### src/core/srt_pkg.sv
// constants and types shared by the supervisor reset timing block
package srt_pkg;
    // clock rate in kHz (10 MHz)
    localparam int unsigned CLK_KHZ            = 10000;
    // recovery hold time, typical, in ms
    localparam int unsigned RECOVERY_HOLD_MS   = 210;
    // recovery hold time guaranteed floor, in ms
    localparam int unsigned RECOVERY_MIN_MS    = 140;
    localparam int unsigned RECOVERY_HOLD_CYC  = RECOVERY_HOLD_MS * CLK_KHZ;
    // long press setup times, typical, in ms per build letter
    localparam int unsigned SETUP_K_MS         = 10080;
    localparam int unsigned SETUP_L_MS         = 6720;
    localparam int unsigned SETUP_S_MS         = 3360;
    localparam int unsigned SETUP_T_MS         = 1680;
    localparam int unsigned SETUP_T_CYC        = SETUP_T_MS * CLK_KHZ;
    // immediate input: accepted after 1 us low, 100 ns glitches rejected
    localparam int unsigned IMMED_MIN_NS       = 1000;
    localparam int unsigned CLK_PERIOD_NS      = 100;
    localparam int unsigned IMMED_MIN_CYC      = IMMED_MIN_NS / CLK_PERIOD_NS;
    // fault to reset delays in us, the logic reacts far quicker
    localparam int unsigned ADJ_FAULT_US       = 15;
    localparam int unsigned MAIN_FAULT_US      = 20;
    // input options for the second manual input
    localparam logic [1:0]  SRT_IN_SINGLE      = 2'h0;
    localparam logic [1:0]  SRT_IN_DUAL_LONG   = 2'h1;
    localparam logic [1:0]  SRT_IN_IMMEDIATE   = 2'h2;
    // sequencer states, one-hot
    typedef enum logic [2:0] {
        SRT_RUN     = 3'h1,
        SRT_FAULT   = 3'h2,
        SRT_HOLD    = 3'h4
    } srt_state_type;
endpackage : srt_pkg

### src/core/srt_low_timer.sv
`timescale 1ns/1ps
// counts how long a synchronised input has stayed low, fires once per press
module srt_low_timer #(
    parameter int unsigned LIMIT = 16
) (
    // clock and reset
    input  wire logic clk,
    input  wire logic rst_b,
    // synchronised active-low input and its one-shot result
    input  wire logic level_b,
    output logic      fired
);
    localparam int unsigned CW = $clog2(LIMIT + 1);

    initial begin
        if (LIMIT < 1) begin
            $error("srt_low_timer: LIMIT must be at least one");
        end
    end

    logic [CW-1:0] count_r;   // cycles low so far, saturates at LIMIT
    logic          done_r;    // press already fired, wait for release

    // any high level restarts the count, so short presses never fire
    always_ff @(posedge clk or negedge rst_b) begin
        if (!rst_b) begin
            count_r <= '0;
            done_r  <= 1'b0;
            fired   <= 1'b0;
        end else if (level_b) begin
            count_r <= '0;
            done_r  <= 1'b0;
            fired   <= 1'b0;
        end else if (count_r == CW'(LIMIT - 1) && !done_r) begin
            // one pulse only, even if the input stays low for ever
            count_r <= CW'(LIMIT);
            done_r  <= 1'b1;
            fired   <= 1'b1;
        end else begin
            if (count_r < CW'(LIMIT)) begin
                count_r <= count_r + 1'b1;
            end
            fired <= 1'b0;
        end
    end
endmodule : srt_low_timer

### src/core/srt_supervisor.sv
`timescale 1ns/1ps
// reset sequencer of a small supply supervisor with long-press manual inputs
// What this block does
// - any supply fault asserts reset low
// - hold reset recovery time after supplies recover
// - long press gives one reset pulse
// - short presses produce no reset
// - setup period fixed at build time
// - option: two long-press inputs, shared one-shot
// - option: one long plus one immediate input
// - immediate input needs 1 us, rejects glitches
// - adjustable monitor fault asserts within 15 us
// - main supply fault asserts within 20 us
// - active-low output, push-pull or open-drain
module srt_supervisor #(
    parameter int unsigned SETUP_CYC    = srt_pkg::SETUP_T_CYC,
    parameter int unsigned HOLD_CYC     = srt_pkg::RECOVERY_HOLD_CYC,
    parameter logic [1:0]  INPUT_MODE   = srt_pkg::SRT_IN_SINGLE,
    parameter bit          ADJ_MONITOR  = 1'b0,
    parameter bit          OPEN_DRAIN   = 1'b0
) (
    // clock and reset
    input  wire logic clk,
    input  wire logic rst_b,
    // comparator outputs, low means the supply is below threshold
    input  wire logic main_supply_ok,
    input  wire logic adjustable_monitor_in,
    // manual reset buttons, active low
    input  wire logic long_press_input_a_b,
    input  wire logic second_press_input_b_b,
    // reset output pin: level, output enable (low drives)
    output logic      reset_out_b,
    output logic      reset_oe_b
);
    localparam int unsigned HW = $clog2(HOLD_CYC + 1);

    initial begin
        if (HOLD_CYC < 1 || SETUP_CYC < 1) begin
            $error("srt_supervisor: counts must be at least one");
        end
        if (INPUT_MODE > srt_pkg::SRT_IN_IMMEDIATE) begin
            $error("srt_supervisor: unknown input mode");
        end
    end

    // two-flop synchronisers for all pin inputs
    logic [3:0] sync1_r;      // first stage, read only by sync2_r
    logic [3:0] sync2_r;      // stable copies
    logic [3:0] pins;
    assign pins = {second_press_input_b_b, long_press_input_a_b,
                   adjustable_monitor_in, main_supply_ok};

    // every pin idles high (supply good, button released)
    always_ff @(posedge clk or negedge rst_b) begin
        if (!rst_b) begin
            sync1_r <= 4'hF;
            sync2_r <= 4'hF;
        end else begin
            sync1_r <= pins;
            sync2_r <= sync1_r;
        end
    end

    logic main_ok_s;
    logic adj_ok_s;
    logic long_a_s;
    logic second_s;
    assign main_ok_s = sync2_r[0];
    assign adj_ok_s  = sync2_r[1];
    assign long_a_s  = sync2_r[2];
    assign second_s  = sync2_r[3];

    // fault as soon as the synchronised comparator drops
    logic supply_fault;
    assign supply_fault = !main_ok_s || (ADJ_MONITOR && !adj_ok_s);

    // dual long-press: both buttons held together feed the timer
    logic long_level_b;
    always_comb begin
        if (INPUT_MODE == srt_pkg::SRT_IN_DUAL_LONG) begin
            long_level_b = long_a_s | second_s;
        end else begin
            long_level_b = long_a_s;
        end
    end

    // long press fires once after the build-time setup period
    logic long_fire;
    srt_low_timer #(
        .LIMIT   (SETUP_CYC)
    ) u_long_timer (
        .clk     (clk),
        .rst_b   (rst_b),
        .level_b (long_level_b),
        .fired   (long_fire)
    );

    // immediate input; 1 us filter rejects 100 ns glitches
    logic immed_fire;
    logic immed_level_b;
    assign immed_level_b = (INPUT_MODE == srt_pkg::SRT_IN_IMMEDIATE) ? second_s : 1'b1;
    srt_low_timer #(
        .LIMIT   (srt_pkg::IMMED_MIN_CYC)
    ) u_immed_timer (
        .clk     (clk),
        .rst_b   (rst_b),
        .level_b (immed_level_b),
        .fired   (immed_fire)
    );

    logic manual_fire;
    assign manual_fire = long_fire | immed_fire;

    // sequencer state and hold counter
    srt_pkg::srt_state_type state_r;
    srt_pkg::srt_state_type state_nxt;
    logic [HW-1:0]          hold_r;

    // next state: fault dominates, hold restarts on a fresh event
    always_comb begin
        state_nxt = state_r;
        case (state_r)
            srt_pkg::SRT_RUN: begin
                if (supply_fault) begin
                    state_nxt = srt_pkg::SRT_FAULT;
                end else if (manual_fire) begin
                    state_nxt = srt_pkg::SRT_HOLD;
                end
            end
            srt_pkg::SRT_FAULT: begin
                if (!supply_fault) begin
                    state_nxt = srt_pkg::SRT_HOLD;
                end
            end
            srt_pkg::SRT_HOLD: begin
                // a fault in the pulse falls back to waiting
                if (supply_fault) begin
                    state_nxt = srt_pkg::SRT_FAULT;
                end else if (hold_r == HW'(1) && !manual_fire) begin
                    state_nxt = srt_pkg::SRT_RUN;
                end
            end
            default: begin
                state_nxt = srt_pkg::SRT_FAULT;
            end
        endcase
    end

    // power-on starts in fault so the output waits for a full hold
    always_ff @(posedge clk or negedge rst_b) begin
        if (!rst_b) begin
            state_r <= srt_pkg::SRT_FAULT;
        end else begin
            state_r <= state_nxt;
        end
    end

    // hold counter loads on entry, reloads on a new press
    always_ff @(posedge clk or negedge rst_b) begin
        if (!rst_b) begin
            hold_r <= HW'(HOLD_CYC);
        end else if (state_nxt != srt_pkg::SRT_HOLD) begin
            hold_r <= HW'(HOLD_CYC);
        end else if (state_r != srt_pkg::SRT_HOLD || manual_fire) begin
            hold_r <= HW'(HOLD_CYC);
        end else begin
            hold_r <= hold_r - 1'b1;
        end
    end

    // output register; asserted in any state but run
    always_ff @(posedge clk or negedge rst_b) begin
        if (!rst_b) begin
            reset_out_b <= 1'b0;
        end else begin
            reset_out_b <= (state_nxt == srt_pkg::SRT_RUN);
        end
    end

    // open drain releases the pin for high, push-pull always drives
    always_comb begin
        if (OPEN_DRAIN) begin
            reset_oe_b = reset_out_b;
        end else begin
            reset_oe_b = 1'b0;
        end
    end
endmodule : srt_supervisor

### config.mk
export PLATFORM = sky130hd
export DESIGN_NAME = srt_supervisor
export DESIGN_NICKNAME = d
export VERILOG_FILES = /design/src/core/srt_pkg.sv /design/src/core/srt_low_timer.sv /design/src/core/srt_supervisor.sv
export SDC_FILE = /design/constraint.sdc
export NUM_CORES = 1
export LEC_CHECK = 0
export BUFFER_PORTS_ARGS = -buffer_cell sky130_fd_sc_hd__buf_2
export CAP_MARGIN = 20
export CORE_MARGIN = 2
export CORE_UTILIZATION = 35
export CTS_CLUSTER_DIAMETER = 50
export DETAILED_ROUTE_END_ITERATION = 6
export PLACE_DENSITY_LB_ADDON = 0.15
export SKIP_CTS_REPAIR_TIMING = 1
export SYNTH_ARGS = -nofsm -noshare
export SYNTH_HDL_FRONTEND = slang
export SYNTH_SLANG_ARGS = --single-unit
### constraint.sdc
create_clock -name clk -period 4.65 [get_ports clk]
set_clock_uncertainty 0.1 [all_clocks]
set_input_delay 0.6975 -clock clk [delete_from_list [all_inputs] [get_ports clk]]
set_output_delay 0.6975 -clock clk [all_outputs]
set_load 0.01 [all_outputs]
Word-level counts from Yosys, hierarchy flattened:

Cells that the tools add are included.

* bits in registers: 59
* output and inout bits: 2

* $add $sub $neg: 2
* $lt $le $gt $ge: 1
* equality and inequality tests: 8
* mux-type cells: 15
* reduce and logical (&&, ||, !) cells: 7

Operator list (count)
* $mux W25: 3
* $mux W22: 2
* $add A25 B1 Y25 const B: 1
* $eq A25 B25 Y1 const B: 1
* $lt A25 B25 Y1 const B: 1
* $eq A22 B1 Y1 const B: 1
* $sub A22 B1 Y22 const B: 1
* $mux W3: 5
* $pmux W3 S3: 1
* $eq A3 B1 Y1 const B: 2
* $ne A3 B3 Y1 const B: 2
* $mux W1: 4
* $eq A3 B2 Y1 const B: 1
* $eq A3 B3 Y1 const B: 1
* $reduce_bool A3 Y1: 1
* $logic_and A1 B1 Y1: 2
* $logic_not A1 Y1: 2
* $reduce_bool A2 Y1: 1
* $logic_or A1 B1 Y1: 1

Longest topological paths before layout:

* depth after elaboration: 7
* depth in mapped cells: 8
* mapped depth without buffers: 7

By module:

A second synthesis with hierarchy kept.

* cell total of the unflattened synthesis: 333
* area total of the unflattened synthesis: 3295.7 µm²

Modules (own cells, without submodules)
* srt_supervisor: instances 1, cells each 149, area an instance 1557.7 µm²
* srt_low_timer at u_long_timer: instances 1, cells each 159, area an instance 1462.7 µm²
* srt_low_timer at u_immed_timer: instances 1, cells each 25, area an instance 275.3 µm²

Worst setup path after synthesis:

No wires, ideal clock.

* path type: reg-to-reg
* start point: reg hold_r[3]
* end point: reg hold_r[13]
* arrival: 1.703 ns
* setup slack: 2.728 ns
* cell stages (with the launch flop): 8
* buffers on the path: 2
* period minus slack after synthesis: 1.922 ns
* cell sequence: dfrtp_1 -> nor4_4 -> nand3_1 -> o31ai_1 -> or3_1 -> buf_4 -> buf_4 -> nor2_1

* cells in the longest elaborated chain, start to end: 7
* elaborated cells on any way between the ends: 9
* those cells by class: 1 x add/sub; 2 x eq/ne; 5 x mux; 1 x reduce/logical

RTL lines
* start, declared: RTL line srt_supervisor.sv:117 `logic [HW-1:0] hold_r;`
* start signal, assigned: RTL line srt_supervisor.sv:161 `hold_r <= HW'(HOLD_CYC);`
* start signal, assigned: RTL line srt_supervisor.sv:163 `hold_r <= HW'(HOLD_CYC);`
* start signal, assigned: RTL line srt_supervisor.sv:165 `hold_r <= HW'(HOLD_CYC);`
* $eq A22 B1 Y1: RTL line srt_supervisor.sv:139 `end else if (hold_r == HW'(1) && !manual_fire) begin`
* $logic_and A1 B1 Y1: RTL line srt_supervisor.sv:139
* $mux W3: RTL line srt_supervisor.sv:139
* $mux W3: RTL line srt_supervisor.sv:137 `if (supply_fault) begin`
* $pmux W3 S3: RTL line srt_supervisor.sv:122 `case (state_r)`
* $ne A3 B3 Y1: RTL line srt_supervisor.sv:162 `end else if (state_nxt != srt_pkg::SRT_HOLD) begin`
* $mux W22 (*): RTL line srt_supervisor.sv:162

Every way passes the cells marked *; elsewhere a longest branch is shown, timed or not.
A chain may end at the register's enable or synchronous reset.

Final worst setup path:

* start point: reg u_long_timer.count_r[0]
* end point: reg u_long_timer.count_r[1]

* cells in the longest elaborated chain, start to end: 4
* elaborated cells on any way between the ends: 8
* those cells by class: 1 x add/sub; 1 x order compare; 1 x eq/ne; 3 x mux; 2 x reduce/logical

RTL lines
* start, declared: RTL line srt_low_timer.sv:21 `logic [CW-1:0] count_r;`
* start signal, assigned: RTL line srt_low_timer.sv:36 `count_r <= CW'(LIMIT);`
* start signal, assigned: RTL line srt_low_timer.sv:41 `count_r <= count_r + 1'b1;`
* $add A25 B1 Y25 or $eq A25 B25 Y1 (tied branches): RTL line srt_low_timer.sv:41, srt_low_timer.sv:34
* $mux W25 or $logic_and A1 B1 Y1 (tied branches): RTL line srt_low_timer.sv:40, srt_low_timer.sv:34
* $mux W25: RTL line srt_low_timer.sv:34 `end else if (count_r == CW'(LIMIT - 1) && !done_r) begin`
* $mux W25: RTL line srt_low_timer.sv:30 `end else if (level_b) begin`

Several ways; a longest one is shown, not always the timed one. The select of a mux whose other input is x is not followed.

==> tab_implementation.tex <==
\begin{tabular}{lr}
\hline
Metric & Value \\
\hline
\multicolumn{2}{l}{\textbf{Outcome}} \\
Run status & finished clean \\
\multicolumn{2}{l}{\textbf{Place}} \\
Quantity of I/O buffers inserted on ports & 4 \\
Post-Place Worst Slack & between 2000 and 2500 ps \\
DPL Wire Length & 3.53 mm \\
Routability cong. & 0.743 \\
\multicolumn{2}{l}{\textbf{Timing}} \\
Fin. max-slew vios & 0 \\
Portion of the clock cycle consumed by the worst path in the final layout & 50.8\% \\
Unrepaired setup endpoints after global routing & no \\
Pin slew with the least headroom to its limit & between 900 and 1000 ps \\
Max transition margin & 36.7\% \\
Final-report hold violation count & 0 \\
Smallest setup slack after layout & $\sim$2300 ps \\
Worst-case hold slack & 199 ps \\
Max Clk Rate & 423 MHz \\
Period minus WS final & 2360 ps \\
\# setup viols final & 0 \\
Accumulated negative setup slack & 0 ps \\
\multicolumn{2}{l}{\textbf{CTS}} \\
Number of levels in the clock H-tree & 3 \\
Clock tree from TritonCTS & built \\
Total clock buffers created by CTS & 9 \\
Number of buffers on the longest clock path & 2 \\
Clock slew at the register clock pins of the worst setup and hold paths & 60 ps \\
Count of clock tree sinks & 57 \\
Cell at the root of the clock tree & sky130\_fd\_sc\_hd\_\_clkbuf\_8 \\
Worst skew pair latency & 340 ps \\
\multicolumn{2}{l}{\textbf{Critical path}} \\
Data arrival time of the worst path & around 2400 ps \\
Maximum fanout encountered on the critical timing path & 20 \\
Startpoint type of the worst setup path & register \\
Worst setup path category & register to register \\
Critical Path Sink Type & register \\
Data required time at the worst endpoint & 4730 ps \\
\multicolumn{2}{l}{\textbf{Synthesis}} \\
Number of nets in the synthesized netlist & 304 \\
Post-synthesis async set-or-reset flop share & 100\% \\
Avg Inst Size Synth & 9.53 sq um \\
Warnings from Yosys & 0 \\
Synth Flop Type & sky130\_fd\_sc\_hd\_\_dfrtp\_1 \\
Number of library cell types mapped by synthesis & 35 \\
Register bit count reported by yosys & 57 \\
Share of synthesized cell area in full adder, half adder and majority cells & under 10\% \\
Largest family of logic cells by synthesized area & simple AND/OR/NAND/NOR gates \\
Post-synthesis cell type with the largest combined area & sky130\_fd\_sc\_hd\_\_dfrtp\_1 \\
Cells after synthesis & 295 \\
Post-synthesis instance area & 0.00281 sq mm \\
Synth top area share & 41.8\% \\
Simple-Gate Fraction of Synth Area & 27.7\% \\
Number of synthesized flops with an enable pin & 0 \\
Synth top area cells & sky130\_fd\_sc\_hd\_\_dfrtp\_1, sky130\_fd\_sc\_hd\_\_dfstp\_2, sky130\_fd\_sc\_hd\_\_nor2\_1, sky130\_fd\_sc\_hd\_\_xnor2\_1, sky130\_fd\_sc\_hd\_\_xor2\_1 \\
Top cells by instance count after synthesis & sky130\_fd\_sc\_hd\_\_nor2\_1, sky130\_fd\_sc\_hd\_\_dfrtp\_1, sky130\_fd\_sc\_hd\_\_a21oi\_1, sky130\_fd\_sc\_hd\_\_nand2\_1, sky130\_fd\_sc\_hd\_\_nand3\_1 \\
Most numerous cell in the Yosys netlist & sky130\_fd\_sc\_hd\_\_nor2\_1 \\
Portion of the post-synthesis area used by sequential elements & 51.2\% \\
Multiplexer area fraction after synthesis & 0.757\% \\
Synthesized-area fraction occupied by xor and xnor cells & 8.41\% \\
Compound-Gate Fraction of Synth Area & roughly 7.7\% \\
\multicolumn{2}{l}{\textbf{Route}} \\
Routed WL & 5.36 mm \\
Via count & 2,064 \\
Final ANT Viol Nets & 0 \\
Via density per instance & slightly above 5 \\
Number of iterations in the first detailed-routing pass & 4 \\
Routed len/inst & 13.1 um \\
Iteration-0 DRC Markers & 73 \\
Count of unresolved DRC violations after routing & 0 \\
\multicolumn{2}{l}{\textbf{Final layout}} \\
Fillcell total & 771 \\
Area growth from synthesis to final layout & 10.5\% \\
Register Area & 0.00144 sq mm \\
Ratio of cells with drive above 1 in the final layout & 11.8\% \\
Final layout net count & 310 \\
Number of diodes & 0 \\
Multi-input gate area in the final layout & 0.00129 sq mm \\
Final core utilization & about two fifths \\
\multicolumn{2}{l}{\textbf{Power}} \\
Peak supply drop & 0.000179 V \\
Areal power density over the cells & $\sim$330 mW/mm\^{}2 \\
Power consumption & 0.00101 W \\
Static Leakage & 1.25 nW \\
\multicolumn{2}{l}{\textbf{Global routing}} \\
Number of global-route vias before repair & 2,140 \\
Initial antenna violation count & 0 \\
Wire length of the first global-routing pass & 10.0 mm \\
GRT Overall Usage & 14.5\% \\
GR Overflow Total & 0 \\
Largest net degree at the start of global routing & 39 \\
\multicolumn{2}{l}{\textbf{Flow run}} \\
Number of maximum-capacitance constraint violations & 0 \\
\multicolumn{2}{l}{\textbf{Floorplanning}} \\
IO Pins & 8 \\
Die area & 0.00877 sq mm \\
Starting density of the core & a little over a third \\
Core Footprint & between 0.007 and 0.008 sq mm \\
Horizontal extent of the die & 93.6 um \\
Chip height & 93.6 um \\
Floorplan row count & 32 \\
\multicolumn{2}{l}{\textbf{Min path}} \\
Class of the most critical hold timing path & input pin to asynchronous set/reset pin \\
\hline
\end{tabular}
critical path, stage by stage, from the launching register on:
cell	delay [ps]
sky130_fd_sc_hd__dfrtp_1	410
sky130_fd_sc_hd__ha_1	190
sky130_fd_sc_hd__nand3_1	200
sky130_fd_sc_hd__nor2_1	380
sky130_fd_sc_hd__nand4_1	200
sky130_fd_sc_hd__nand2b_1	620
sky130_fd_sc_hd__nor2_1	120
cells by family (layout without fill, tap and decap cells):
| family | Yosys count | count (layout) |
|---|---|---|
| AO/OA/AOI/OAI | 39 | 39 |
| XOR/XNOR | 27 | 27 |
| adder cells (fa/ha/maj) | 3 | 3 |
| buffers and inverters | 16 | 27 |
| flip-flops | 57 | 57 |
| multiplexers | 2 | 2 |
| other | 1 | 1 |
| AND/OR/NAND/NOR | 150 | 150 |
routing by layer:
layer,vias up,wire length [um],GRT usage [%]
li1,1037,-,-
met1,996,2500,18.1
met2,19,2620,23.9
met3,12,161,4.83
met4,0,81,4.35
met5,-,0,0
placed cells by master, fill, tap and decap left out, types with 4 or more instances in the layout:
cell type / netlist / layout
sky130_fd_sc_hd__nand2_1: 18 / 18
sky130_fd_sc_hd__dfrtp_1: 47 / 47
sky130_fd_sc_hd__clkbuf_8: 0 / 10
sky130_fd_sc_hd__buf_2: 0 / 4
sky130_fd_sc_hd__o21ai_0: 14 / 14
sky130_fd_sc_hd__xor2_1: 13 / 13
sky130_fd_sc_hd__or3_1: 14 / 14
sky130_fd_sc_hd__inv_1: 6 / 6
sky130_fd_sc_hd__nor2_1: 52 / 52
sky130_fd_sc_hd__nand4_1: 13 / 13
sky130_fd_sc_hd__or4_1: 4 / 4
sky130_fd_sc_hd__nor3_1: 8 / 8
sky130_fd_sc_hd__xnor2_1: 14 / 14
sky130_fd_sc_hd__dfstp_2: 10 / 10
sky130_fd_sc_hd__o31ai_1: 4 / 4
sky130_fd_sc_hd__and3_1: 6 / 6
sky130_fd_sc_hd__a21oi_1: 18 / 18
sky130_fd_sc_hd__nand3_1: 16 / 16
sky130_fd_sc_hd__clkinv_2: 0 / 4
power by group:
group / internal, W / switching, W
sequential: 0.000507 / 0.00000925
clock: 0.000258 / 0.000195
combinational: 0.0000163 / 0.0000293
total: 0.000781 / 0.000233
sequential cells by signal, summed over array words and instances, names as in the netlist:
signal	flops
u_long_timer.done_r	1
u_long_timer.count_r	25
reset_out_b	1
hold_r	22
state_r	3
sync2_r	2
u_long_timer.fired	1
sync1_r	2
cell type report:
class / instances / area share [%]
Multi-Input combinational cell: 222 / 41.7
Sequential cell: 57 / 46.3
Timing Repair Buffer: 5 / 0.886
Clock inverter: 6 / 1.85
Clock buffer: 10 / 4.43
Inverter: 6 / 0.725
Tap cell: 102 / 4.11
path summary, 6_finish.rpt:
path                                                     start                                   to  slack [ps]  depth (start not counted)
min in group clk                          sync1_r[0]$_DFF_PN1_                 sync2_r[0]$_DFF_PN1_         260                          0
max reg2reg                u_long_timer.count_r[0]$_DFFE_PN0P_  u_long_timer.count_r[1]$_DFFE_PN0P_        2290                          6
min                                                      rst_b                 hold_r[16]$_DFF_PN0_         200                          1
max                        u_long_timer.count_r[0]$_DFFE_PN0P_  u_long_timer.count_r[1]$_DFFE_PN0P_        2290                          6
max in group asynchronous                                rst_b                 state_r[1]$_DFF_PN1_        3380                          2
min reg2reg                               sync1_r[0]$_DFF_PN1_                 sync2_r[0]$_DFF_PN1_         260                          0
metrics by stage:
step,area (sq um),cells
floorplan,2810,295
finish,3110,408
detailed placement,2910,392
CTS,3110,408
global placement,2910,392
global route,3110,408
(Power assumes the default switching activity.)
